**src/hw/adapter_pkg.sv**
```systemverilog
package adapter_pkg;

    // ************************************************************
    // Register map, byte offsets within the adapter window
    // ************************************************************
    localparam logic [10:0] OFFS_CONFIG_FAULTS = 11'h000;
    localparam logic [10:0] OFFS_MAINT_STATUS  = 11'h004;
    localparam logic [10:0] OFFS_MAINT_ALIAS   = 11'h010;

    // ************************************************************
    // Base address from the transfer request number
    // ************************************************************
    localparam logic [27:0] BUS_BASE_START   = 28'h8000000;
    localparam logic [27:0] BUS_BASE_STRIDE  = 28'h0000800;
    localparam logic [29:0] PHYS_BASE_START  = 30'h20000000;
    localparam logic [29:0] PHYS_BASE_STRIDE = 30'h00002000;
    localparam int          WINDOW_BITS      = 11;
    localparam logic [3:0]  DEFAULT_TR       = 4'hE;

    // ************************************************************
    // Configuration register field positions
    // ************************************************************
    localparam int BIT_PARITY_FAULT   = 31;
    localparam int BIT_WRSEQ_FAULT    = 30;
    localparam int BIT_UNEXP_RD_FAULT = 29;
    localparam int BIT_MULTI_TX_FAULT = 27;
    localparam int BIT_OWN_FAULT      = 26;
    localparam int BIT_POWER_DOWN     = 23;
    localparam int BIT_POWER_UP       = 22;
    localparam int MAINT_WIDTH        = 16;

    // ************************************************************
    // Reset values and strap decode constants
    // ************************************************************
    localparam logic [15:0] MAINT_RESET       = 16'h0000;
    localparam logic [10:0] BOOT_ZERO_CODE_S  = 11'h5DC;
    localparam logic [10:0] BOOT_STEP_S       = 11'h064;
    localparam logic [2:0]  IRQ_LEVEL_BASE    = 3'h4;

    // ************************************************************
    // Access widths on the backplane request
    // ************************************************************
    typedef enum logic [1:0] {
        WIDTH_BYTE  = 2'h0,
        WIDTH_WORD  = 2'h1,
        WIDTH_LONG  = 2'h2,
        WIDTH_OTHER = 2'h3
    } access_width_t;

endpackage

```
**src/hw/backplane_adapter_config_faults.sv**
```systemverilog
`timescale 1ns/1ps
// How it works
// RQ1 - Interrupt level is four plus twice high strap plus low strap.
// RQ2 - Panic strap fitted disables panic mode; open enables it.
// RQ3 - Boot timer code zero gives 1500 s, else (code-1)*100 s.
// RQ4 - Arbitration strap fitted suppresses normal link arbitration.
// RQ5 - Header strap fitted selects extended packet headers and trailers.
// RQ6 - Delta-time strap fitted selects long arbitration delta time.
// RQ7 - Ack-timeout strap fitted selects long acknowledgement timeout.
// RQ8 - Registers decode at bus base 0x8000000 plus n times 0x800.
// RQ9 - Default transfer request number is fourteen, base 0x8007000.
// RQ10 - Config writes longword only, reads any width; else error. Code also errors WIDTH_OTHER reads.
// RQ11 - Maintenance register answers at byte offsets 4 and 0x10.
// RQ12 - Bit 31 sets on backplane parity error.
// RQ13 - Bit 30 sets when masked write lacks its next data cycle.
// RQ14 - Bit 29 sets when read data arrives with no read outstanding.
// RQ15 - Bit 27 sets when driven and received sender ids differ.
// RQ16 - Bit 26 sets while this device asserts the fault line.
// RQ17 - Bit 23 sets on supply-low when uninitialised, else microcode.
// RQ18 - Power-down clears on write one or when power-up sets.
// RQ19 - Bit 22 sets on supply-low negation; clears on write or pd.
// RQ20 - Bits 28, 25 and 24 read zero and ignore writes.
module backplane_adapter_config_faults
    import adapter_pkg::*;
#(
    parameter logic [3:0] TR_NUMBER    = DEFAULT_TR,
    // Adapter code value is arbitrary.
    parameter logic [7:0] ADAPTER_CODE = 8'h5A
) (
    // Clock and reset
    input  wire logic        i_clock,
    input  wire logic        i_rstn,
    // Straps, fitted reads as 1
    input  wire logic        i_irq_level_low_strap,
    input  wire logic        i_irq_level_high_strap,
    input  wire logic        i_panic_strap,
    input  wire logic        i_boot_timer_strap_3,
    input  wire logic        i_boot_timer_strap_2,
    input  wire logic        i_boot_timer_strap_1,
    input  wire logic        i_boot_timer_strap_0,
    input  wire logic        i_arbitration_disable_strap,
    input  wire logic        i_long_header_strap,
    input  wire logic        i_delta_time_strap,
    input  wire logic        i_ack_timeout_strap,
    // Supply monitor pin
    input  wire logic        i_ac_supply_low,
    // Register access from the backplane
    input  wire logic        i_req,
    input  wire logic        i_write,
    input  wire logic [27:0] i_addr,
    input  wire logic [1:0]  i_width,
    input  wire logic [31:0] i_wdata,
    output logic             o_ack,
    output logic             o_err,
    output logic [31:0]      o_rdata,
    // Fault events from the bus interface logic
    input  wire logic        i_parity_error,
    input  wire logic        i_masked_write_cmd,
    input  wire logic        i_write_data_cycle,
    input  wire logic        i_read_cmd_issued,
    input  wire logic        i_read_data_arrival,
    input  wire logic        i_tx_driving,
    input  wire logic [3:0]  i_tx_id_driven,
    input  wire logic [3:0]  i_tx_id_received,
    input  wire logic        i_own_fault_assert,
    // Port state from microcode
    input  wire logic        i_port_initialized,
    input  wire logic        i_ucode_set_power_down,
    // Configuration derived from straps and registers
    output logic [2:0]       o_interrupt_request_level,
    output logic             o_panic_enable,
    output logic [10:0]      o_boot_timer_seconds,
    output logic             o_arbitration_enable,
    output logic             o_long_header,
    output logic             o_long_delta_time,
    output logic             o_long_ack_timeout,
    output logic [15:0]      o_maint_control
);

    // ************************************************************
    // Pin synchronisation
    // ************************************************************
    logic [11:0] pins_sync;
    logic        hi_s;
    logic        lo_s;
    logic        panic_s;
    logic [3:0]  boot_s;
    logic        arb_s;
    logic        hdr_s;
    logic        delta_s;
    logic        ackto_s;
    logic        ac_supply_low_s;

    pin_sync #(.WIDTH(12)) u_sync (
        .i_clock (i_clock),
        .i_rstn  (i_rstn),
        .i_async ({i_irq_level_high_strap, i_irq_level_low_strap,
                   i_panic_strap, i_boot_timer_strap_3,
                   i_boot_timer_strap_2, i_boot_timer_strap_1,
                   i_boot_timer_strap_0, i_arbitration_disable_strap,
                   i_long_header_strap, i_delta_time_strap,
                   i_ack_timeout_strap, i_ac_supply_low}),
        .o_sync  (pins_sync)
    );

    assign {hi_s, lo_s, panic_s, boot_s, arb_s, hdr_s, delta_s, ackto_s,
            ac_supply_low_s} = pins_sync;

    // ************************************************************
    // Strap decode
    // ************************************************************
    function automatic logic [10:0] boot_seconds(input logic [3:0] code);
        logic [10:0] step;
        step = 11'({7'h00, code} - 11'h001);
        if (code == 4'h0) begin
            boot_seconds = BOOT_ZERO_CODE_S;
        end else begin
            boot_seconds = 11'(step * BOOT_STEP_S);
        end
    endfunction

    // Straps are outputs of synchronisers, so these are registered.
    assign o_interrupt_request_level = IRQ_LEVEL_BASE
                                     | {1'b0, hi_s, lo_s};  // RQ1
    assign o_panic_enable       = ~panic_s;                  // RQ2
    assign o_boot_timer_seconds = boot_seconds(boot_s);      // RQ3
    assign o_arbitration_enable = ~arb_s;                    // RQ4
    assign o_long_header        = hdr_s;                     // RQ5
    assign o_long_delta_time    = delta_s;                   // RQ6
    assign o_long_ack_timeout   = ackto_s;                   // RQ7

    // ************************************************************
    // Address decode and access check
    // ************************************************************
    localparam logic [27:0] BASE_ADDR =
        28'(BUS_BASE_START + 28'(TR_NUMBER) * BUS_BASE_STRIDE); // RQ8 RQ9

    logic [10:0] offs;
    logic        hit;
    logic        sel_cfg;
    logic        sel_maint;
    logic        width_ok;
    logic        good;
    logic        bad;
    logic        cfg_wr;
    logic        maint_wr;

    assign offs      = {i_addr[10:2], 2'b00};
    assign hit       = i_req
                     & (i_addr[27:WINDOW_BITS] == BASE_ADDR[27:WINDOW_BITS]);
    assign sel_cfg   = offs == OFFS_CONFIG_FAULTS;
    assign sel_maint = (offs == OFFS_MAINT_STATUS)
                     | (offs == OFFS_MAINT_ALIAS);           // RQ11
    assign width_ok  = i_write ? (i_width == WIDTH_LONG)
                               : (i_width != WIDTH_OTHER);   // RQ10
    assign good      = hit & width_ok & (sel_cfg | sel_maint);
    assign bad       = hit & ~good;                          // RQ10
    assign cfg_wr    = good & i_write & sel_cfg;
    assign maint_wr  = good & i_write & sel_maint;

    // ************************************************************
    // Fault flags, set wins over write-one-to-clear
    // ************************************************************
    logic par_ff;
    logic wsq_ff;
    logic urd_ff;
    logic mxt_ff;
    logic own_ff;
    logic pd_ff;
    logic pu_ff;
    logic wmask_pend_ff;
    logic rd_out_ff;
    logic ac_supply_low_prev_ff;

    logic set_par;
    logic set_wsq;
    logic set_urd;
    logic set_mxt;
    logic set_own;
    logic ac_supply_low_rise;
    logic ac_supply_low_fall;
    logic set_pd;
    logic set_pu;
    logic [31:0] clr;

    assign clr       = cfg_wr ? i_wdata : 32'h0000_0000;
    assign set_par   = i_parity_error;                       // RQ12
    assign set_wsq   = wmask_pend_ff & ~i_write_data_cycle;  // RQ13
    assign set_urd   = i_read_data_arrival & ~rd_out_ff;     // RQ14
    assign set_mxt   = i_tx_driving
                     & (i_tx_id_driven != i_tx_id_received); // RQ15
    assign set_own   = i_own_fault_assert;                   // RQ16
    assign ac_supply_low_rise = ac_supply_low_s & ~ac_supply_low_prev_ff;
    assign ac_supply_low_fall = ~ac_supply_low_s & ac_supply_low_prev_ff;
    assign set_pd    = (ac_supply_low_rise & ~i_port_initialized)
                     | (i_ucode_set_power_down & i_port_initialized); // RQ17
    assign set_pu    = ac_supply_low_fall;                            // RQ19

    logic nxt_pd;
    logic nxt_pu;

    // A power-up event overrides a simultaneous power-down event.
    assign nxt_pd = ~set_pu
                  & (set_pd | (pd_ff & ~clr[BIT_POWER_DOWN])); // RQ18
    assign nxt_pu = set_pu
                  | (pu_ff & ~clr[BIT_POWER_UP] & ~set_pd);  // RQ19

    always_ff @(posedge i_clock) begin
        if (!i_rstn) begin
            par_ff        <= 1'b0;
            wsq_ff        <= 1'b0;
            urd_ff        <= 1'b0;
            mxt_ff        <= 1'b0;
            own_ff        <= 1'b0;
            pd_ff         <= 1'b0;
            pu_ff         <= 1'b0;
            wmask_pend_ff <= 1'b0;
            rd_out_ff     <= 1'b0;
            ac_supply_low_prev_ff  <= 1'b0;
        end else begin
            par_ff <= set_par | (par_ff & ~clr[BIT_PARITY_FAULT]);   // RQ12
            wsq_ff <= set_wsq | (wsq_ff & ~clr[BIT_WRSEQ_FAULT]);    // RQ13
            urd_ff <= set_urd | (urd_ff & ~clr[BIT_UNEXP_RD_FAULT]); // RQ14
            mxt_ff <= set_mxt | (mxt_ff & ~clr[BIT_MULTI_TX_FAULT]); // RQ15
            own_ff <= set_own | (own_ff & ~clr[BIT_OWN_FAULT]);      // RQ16
            pd_ff         <= nxt_pd;
            pu_ff         <= nxt_pu;
            wmask_pend_ff <= i_masked_write_cmd;
            rd_out_ff     <= i_read_cmd_issued
                           | (rd_out_ff & ~i_read_data_arrival);
            ac_supply_low_prev_ff  <= ac_supply_low_s;
        end
    end

    // ************************************************************
    // Register read-back and answer
    // ************************************************************
    logic [15:0] maint_ff;
    logic [31:0] cfg_value;
    logic [31:0] read_value;

    // Reserved bits are constant zero, so writes cannot reach them.
    assign cfg_value = {par_ff, wsq_ff, urd_ff, 1'b0, mxt_ff, own_ff,
                        2'b00, pd_ff, pu_ff, 14'h0000,
                        ADAPTER_CODE};                        // RQ20
    assign read_value = sel_cfg ? cfg_value : {16'h0000, maint_ff};

    always_ff @(posedge i_clock) begin
        if (!i_rstn) begin
            maint_ff <= MAINT_RESET;
            o_ack    <= 1'b0;
            o_err    <= 1'b0;
            o_rdata  <= 32'h0000_0000;
        end else begin
            if (maint_wr) begin
                maint_ff <= i_wdata[MAINT_WIDTH-1:0];        // RQ11
            end
            o_ack   <= good;
            o_err   <= bad;                                  // RQ10
            o_rdata <= (good & ~i_write) ? read_value : 32'h0000_0000;
        end
    end

    assign o_maint_control = maint_ff;
endmodule

```
**src/hw/pin_sync.sv**
```systemverilog
`timescale 1ns/1ps
module pin_sync
    import adapter_pkg::*;
#(
    parameter int WIDTH = 1
) (
    // Clock and reset
    input  wire logic             i_clock,
    input  wire logic             i_rstn,
    // Asynchronous pins and their synchronised copies
    input  wire logic [WIDTH-1:0] i_async,
    output logic      [WIDTH-1:0] o_sync
);

    logic [WIDTH-1:0] stage1_ff;
    logic [WIDTH-1:0] stage2_ff;

    // The first stage feeds only the second stage.
    always_ff @(posedge i_clock) begin
        if (!i_rstn) begin
            stage1_ff <= '0;
            stage2_ff <= '0;
        end else begin
            stage1_ff <= i_async;
            stage2_ff <= stage1_ff;
        end
    end

    assign o_sync = stage2_ff;

endmodule

```
**config.mk**
```make
export PLATFORM = sky130hd
export DESIGN_NAME = backplane_adapter_config_faults
export DESIGN_NICKNAME = d
export VERILOG_FILES = /design/src/hw/adapter_pkg.sv /design/src/hw/backplane_adapter_config_faults.sv /design/src/hw/pin_sync.sv
export SDC_FILE = /design/constraint.sdc
export NUM_CORES = 1
export LEC_CHECK = 0
export BUFFER_PORTS_ARGS = -buffer_cell sky130_fd_sc_hd__clkbuf_2
export CORE_MARGIN = 10
export CORE_UTILIZATION = 45
export CTS_CLUSTER_DIAMETER = 100
export CTS_CLUSTER_SIZE = 20
export DETAILED_ROUTE_END_ITERATION = 16
export PLACE_DENSITY_LB_ADDON = 0.2
export SLEW_MARGIN = 30
export SYNTH_ARGS = -nofsm -noshare
export SYNTH_HDL_FRONTEND = slang
export SYNTH_SLANG_ARGS = --single-unit
```
**constraint.sdc**
```tcl
create_clock -name i_clock -period 5.6 [get_ports i_clock]
set_clock_uncertainty 0.1 [all_clocks]
set_input_delay 1.12 -clock i_clock [delete_from_list [all_inputs] [get_ports i_clock]]
set_output_delay 1.12 -clock i_clock [all_outputs]
set_load 0.1 [all_outputs]
```
==> Word-level counts from Yosys, hierarchy flattened <==
Cells that the tools add are included.
{ "totals": {"ff_bits": 84, "input_bits": 95, "out_inout_bits": 69, "word_cells": 92} }
{ "op_classes": {"n_addsub": 1, "n_mul": 1, "n_eq_ne": 6, "n_mux": 4, "bitwise": 57, "reduce_logical": 5} }
{ "op_table": {"columns": ["op", "count"], "rows": [
  ["$mux W32", 1],
  ["$and A1 B1 Y1", 25],
  ["$not A1 Y1", 21],
  ["$eq A17 B17 Y1 const B", 1],
  ["$logic_not A11 Y1", 1],
  ["$mul A11 B5 Y9 const B", 1],
  ["$mux W11", 1],
  ["$or A1 B1 Y1", 11],
  ["$eq A9 B1 Y1 const B", 1],
  ["$eq A9 B3 Y1 const B", 1],
  ["$mux W7", 1],
  ["$sub A4 B1 Y5 const B", 1],
  ["$logic_not A4 Y1", 1],
  ["$ne A4 B4 Y1", 1],
  ["$reduce_and A3 Y1", 1],
  ["$reduce_or A3 Y1", 1],
  ["$eq A2 B2 Y1 const B", 1],
  ["$ne A2 B2 Y1 const B", 1],
  ["$reduce_and A2 Y1", 1],
  ["$mux W1", 1]
]} }

==> Depth between registers and ports, before layout <==
{ "logic_depth": {"depth_word": 11, "depth_mapped": 12, "ltp_nobuf": 12} }

==> Cells and area by module <==
Synthesis repeated with hierarchy kept, for this count alone.
{ "hier_totals": {"cells_unflattened": 318, "area_unflattened_um2": 3240.6} }
{ "by_module_without_submodules": {"columns": ["mod", "instances", "cells_each", "area_per_inst_um2", "seq_area_each_um2"], "rows": [
  ["backplane_adapter_config_faults", 1, 268, 2565.0, 1021.0],
  ["pin_sync", 1, 50, 675.6, 480.5]
]} }

==> Worst setup path after synthesis <==
OpenSTA, ideal clock, no wires.
{ "synth_path": {"path_kind": "register to output", "from": "reg u_sync.stage2_ff[5], in the netlist u_sync.o_sync[5]", "to": "out o_boot_timer_seconds[10]", "arrival_ns": 5.054, "required_ns": 4.380, "setup_slack_ns": -0.674, "path_stages_with_launch": 10, "path_cell_list": "dfxtp_1 > inv_1 > ha_1 > nor3b_1 > fa_1 > fa_1 > ha_1 > o21ai_0 > and3_1 > o21ai_0"} }
{ "synth_via": {"elab_chain_cells": 3, "elab_cells_between_ends": 4, "cone_classes": "add/sub (1); mul (1); mux (1); reduce/logical (1)"} }
{ "synth_rtl": {"columns": ["element", "line", "text"], "rows": [
  ["start, declared", "pin_sync.sv:16", "logic [WIDTH-1:0] stage2_ff;"],
  ["start signal, assigned", "pin_sync.sv:25", "stage2_ff <= stage1_ff;"],
  ["$sub A4 B1 Y5", "backplane_adapter_config_faults.sv:114", "step = 11'({7'h00, code} - 11'h001);"],
  ["$mul A11 B5 Y9", "backplane_adapter_config_faults.sv:118", "boot_seconds = 11'(step * BOOT_STEP_S);"],
  ["$mux W11 (*)", "backplane_adapter_config_faults.sv:115", "if (code == 4'h0) begin"],
  ["end, declared", "backplane_adapter_config_faults.sv:72", "output logic [10:0] o_boot_timer_seconds,"]
]} }
Mark *: on every way between the ends. The rest lies on a longest branch, timed or not.

==> Final worst setup path <==
Same ends and word-level chain as after synthesis.

==> results.sh <==
export IMPL_power_ir_vdd_worst_v=0.000146
export IMPL_post_layout_nonfiller_instances=560
export IMPL_synth_area_leaders="dfxtp_1 (46%), and2_1 (5.4%), mux2i_1 (5.2%)"
export IMPL_tritoncts="yes"
export IMPL_worst_setup_path_end_kind="output pin"
export IMPL_top_library_cells_by_usage_in_the_layout_fill_and_taps_aside="clkbuf_2 (140), dfxtp_1 (75), nand2_1 (40), and2_1 (28), inv_1 (20)"
export IMPL_power_per_cell_area_mw_per_mm2=342
export IMPL_switching_share_pct=33.3
export IMPL_first_pass_grt_wire_length_um=12900
export IMPL_vias=2589
export IMPL_total_leakage_power_uw=0.00194
export IMPL_ys_seq_area_share_pct=46.2
export IMPL_drt_total_wl_um=7820
export IMPL_viasPerCell=4.62
export IMPL_critical_path_startpoint="u_sync.o_sync[5]"
export IMPL_numCtsBuffers=9
export IMPL_crit_path_start_kind="flip-flop"
export IMPL_fp_dieArea_mm2=0.0110
export IMPL_max_cap_violations=0
export IMPL_final_min_period_over_clock_period_pct=89.0
export IMPL_timing_hold_violations_final=0
export IMPL_power_clock_fraction_pct=35.0
export IMPL_cp_arrival_ps=3760
export IMPL_rsz0062_at_grt="no"
export IMPL_synth_async_reset_ratio_pct=0
export IMPL_outcome="finished clean"
export IMPL_cts_max_level=3
export IMPL_yosysWarningCount=0
export IMPL_worstPathMaxFanout=4
export IMPL_tmin_final_ps=4980
export IMPL_route_antenna_remaining_nets=0
export IMPL_dr_pass1_iters=4
export IMPL_antenna_found_initial=0
export IMPL_leading_cell_type_in_the_layout_fill_and_taps_excluded="clkbuf_2"
export IMPL_fmaxAchievable_mhz=201
export IMPL_final_nets=571
export IMPL_final_setup_viol_count=0
export IMPL_post_cts_repair_setup_buffers=0
export IMPL_dp_cells=544
export IMPL_synth_top_area_share_pct=46.2
export IMPL_hold_buffers=0
export IMPL_effective_utilization_at_floorplan_pct=47.0
export IMPL_finalSetupTns_ps=0
export IMPL_remaining_drc_errors=0
export IMPL_total_power_uw=1440
export IMPL_synth_ff_type="dfxtp_1"
export IMPL_cts_sink_count=75
export IMPL_fp_coreArea_mm2=0.00691
export IMPL_count_of_unique_library_cells_instantiated_by_yosys=42
export IMPL_path_clk_slew_ps=70
export IMPL_synth_edff_count=0
export IMPL_whs_path_depth=1
export IMPL_net_switching_power_uw=478
export IMPL_post_cts_resize_count=0
export IMPL_syn_area_mm2=0.00325
export IMPL_avgSynthCellArea_um2=10.1
export IMPL_die_span_in_y_um=105
export IMPL_least_margin_pin_slew_ps=703
export IMPL_critical_path_class="flip-flop to output pin"
export IMPL_syn_inst=323
export IMPL_p_seq_share_pct=38.3
export IMPL_layout_drive_gt1_share_pct=38.1
export IMPL_timing_max_transition_violations_final=0
export IMPL_insertion_delay_ps=330
export IMPL_flow_area_growth_from_synthesis_pct=29.2
export IMPL_route_detailed_wl_per_inst_um=14.0
export IMPL_synth_seq_cells=75
export IMPL_worst_r2r_startpoint="u_sync.o_sync[0]"
export IMPL_relSlewSlack_pct=52.8
export IMPL_die_w_um=105
export IMPL_gp_congestion=0.836
export IMPL_cell_internal_pwr_uw=958
export IMPL_fillCellCount=631
export IMPL_worst_ep_required_time_ps=4380
export IMPL_number_of_drc_markers_in_iteration_0=54
export IMPL_hold_ws_ps=334
export IMPL_grt_start_max_net_pins=69
export IMPL_cts_root_buf="clkbuf_8"
export IMPL_pwr_share_comb_pct=26.7
export IMPL_portBuffers=140
export IMPL_cts_buffer_depth=2
export IMPL_yosysTopAreaCell="dfxtp_1"
export IMPL_diodes=0
export IMPL_grt_overflow=0
export IMPL_top_level_ports=164
export IMPL_worst_hold_path_type="flip-flop to flip-flop"
export IMPL_r2r_cells=3
export IMPL_globalRouteTotalUtil_pct=14.2
export IMPL_cell_rows=30
export IMPL_vias_in_the_first_global_route=2820
export IMPL_min_from="u_sync.stage1_ff[5]"
export IMPL_place_detailed_hpwl_um=6300
[metal layers]
| metal | GRT usage (%) | share of wire (%) | vias up |
|---|---|---|---|
| li1 | - | - | 1315 |
| met1 | 14.5 | 39 | 1159 |
| met2 | 24.4 | 50 | 106 |
| met3 | 7.37 | 9.9 | 9 |
| met4 | 5.10 | 1.2 | 0 |
| met5 | 0 | 0 | - |
[power by group through the flow]
stage / clock (µW) / combinational, µW / sequential, µW
after floorplan: 0 / 312 / 567
after global placement: 0 / 381 / 562
after detailed placement: 0 / 387 / 562
after CTS: 519 / 388 / 550
after global routing: 546 / 416 / 551
final: 503 / 384 / 550
[final cells by class]
type	instances	area, µm²	share of cell area, %
clock buffer	10	138	3.28
sequential	75	1500	35.8
timing repair buffer	142	716	17.1
tap	96	120	2.86
multi-input combinational	211	1530	36.6
clock inverter	6	111	2.65
inverter	20	75.1	1.79
[cells in the mapped netlist (2+ instances only)]
library cell / number
dfxtp_1: 75
nand2_1: 40
and2_1: 28
inv_1: 20
mux2i_1: 17
buf_4: 14
ha_1: 13
nor3b_1: 11
xor2_1: 10
clkbuf_1: 9
nor3_2: 8
o21ai_0: 8
a21oi_1: 7
nor2_1: 6
nor2b_1: 6
a31oi_1: 4
fa_1: 4
nand2b_1: 4
o21a_1: 4
nand4_1: 3
nor3b_2: 3
nor4_1: 3
and3_1: 2
buf_6: 2
conb_1: 2
nand3_1: 2
nor3_1: 2
nor4_4: 2
[final timing paths]
check                              to  slack, ps
max          o_boot_timer_seconds[10]        620
min                  u_sync.o_sync[5]        330
max reg2reg                     pd_ff       4430
min reg2reg          u_sync.o_sync[5]        330
[cells by family after synthesis]
group / share of synthesized area (%)
adder cells (fa/ha/maj): 7.47
AO/OA/AOI/OAI: 5.08
flip-flops: 46.2
buffers and inverters: 8.05
XOR/XNOR: 2.97
AND/OR/NAND/NOR: 24.7
other: 0.231
multiplexers: 5.24
[metrics by stage]
step,utilization [%],instance area [µm²],setup WS (ps)
finish,60.7,4200,616
global route,60.7,4200,328
CTS,60.7,4200,546
detailed placement,57.1,3950,930
global placement,57.0,3940,629
floorplan,-,3290,41.0
[worst max-delay path, cell delays in order (launching register included)]
cell,delay [ps]
dfxtp_1,400
inv_1,110
ha_1,230
xor2_1,250
ha_1,290
ha_1,310
fa_1,460
ha_1,340
nor2b_1,160
o21ai_0,200
a21oi_1,100
o21ai_1,130
clkbuf_2,470
[state kept, by name, summed over array words and instances, names as in the netlist]
signal                 flops
ac_supply_low_prev_ff      1
mxt_ff                     1
o_ack                      1
o_err                      1
o_maint_control           16
o_rdata                   23
own_ff                     1
par_ff                     1
pd_ff                      1
pu_ff                      1
rd_out_ff                  1
u_sync.o_sync             12
u_sync.stage1_ff          12
urd_ff                     1
wmask_pend_ff              1
wsq_ff                     1
Power figures use the tool's default switching activity.
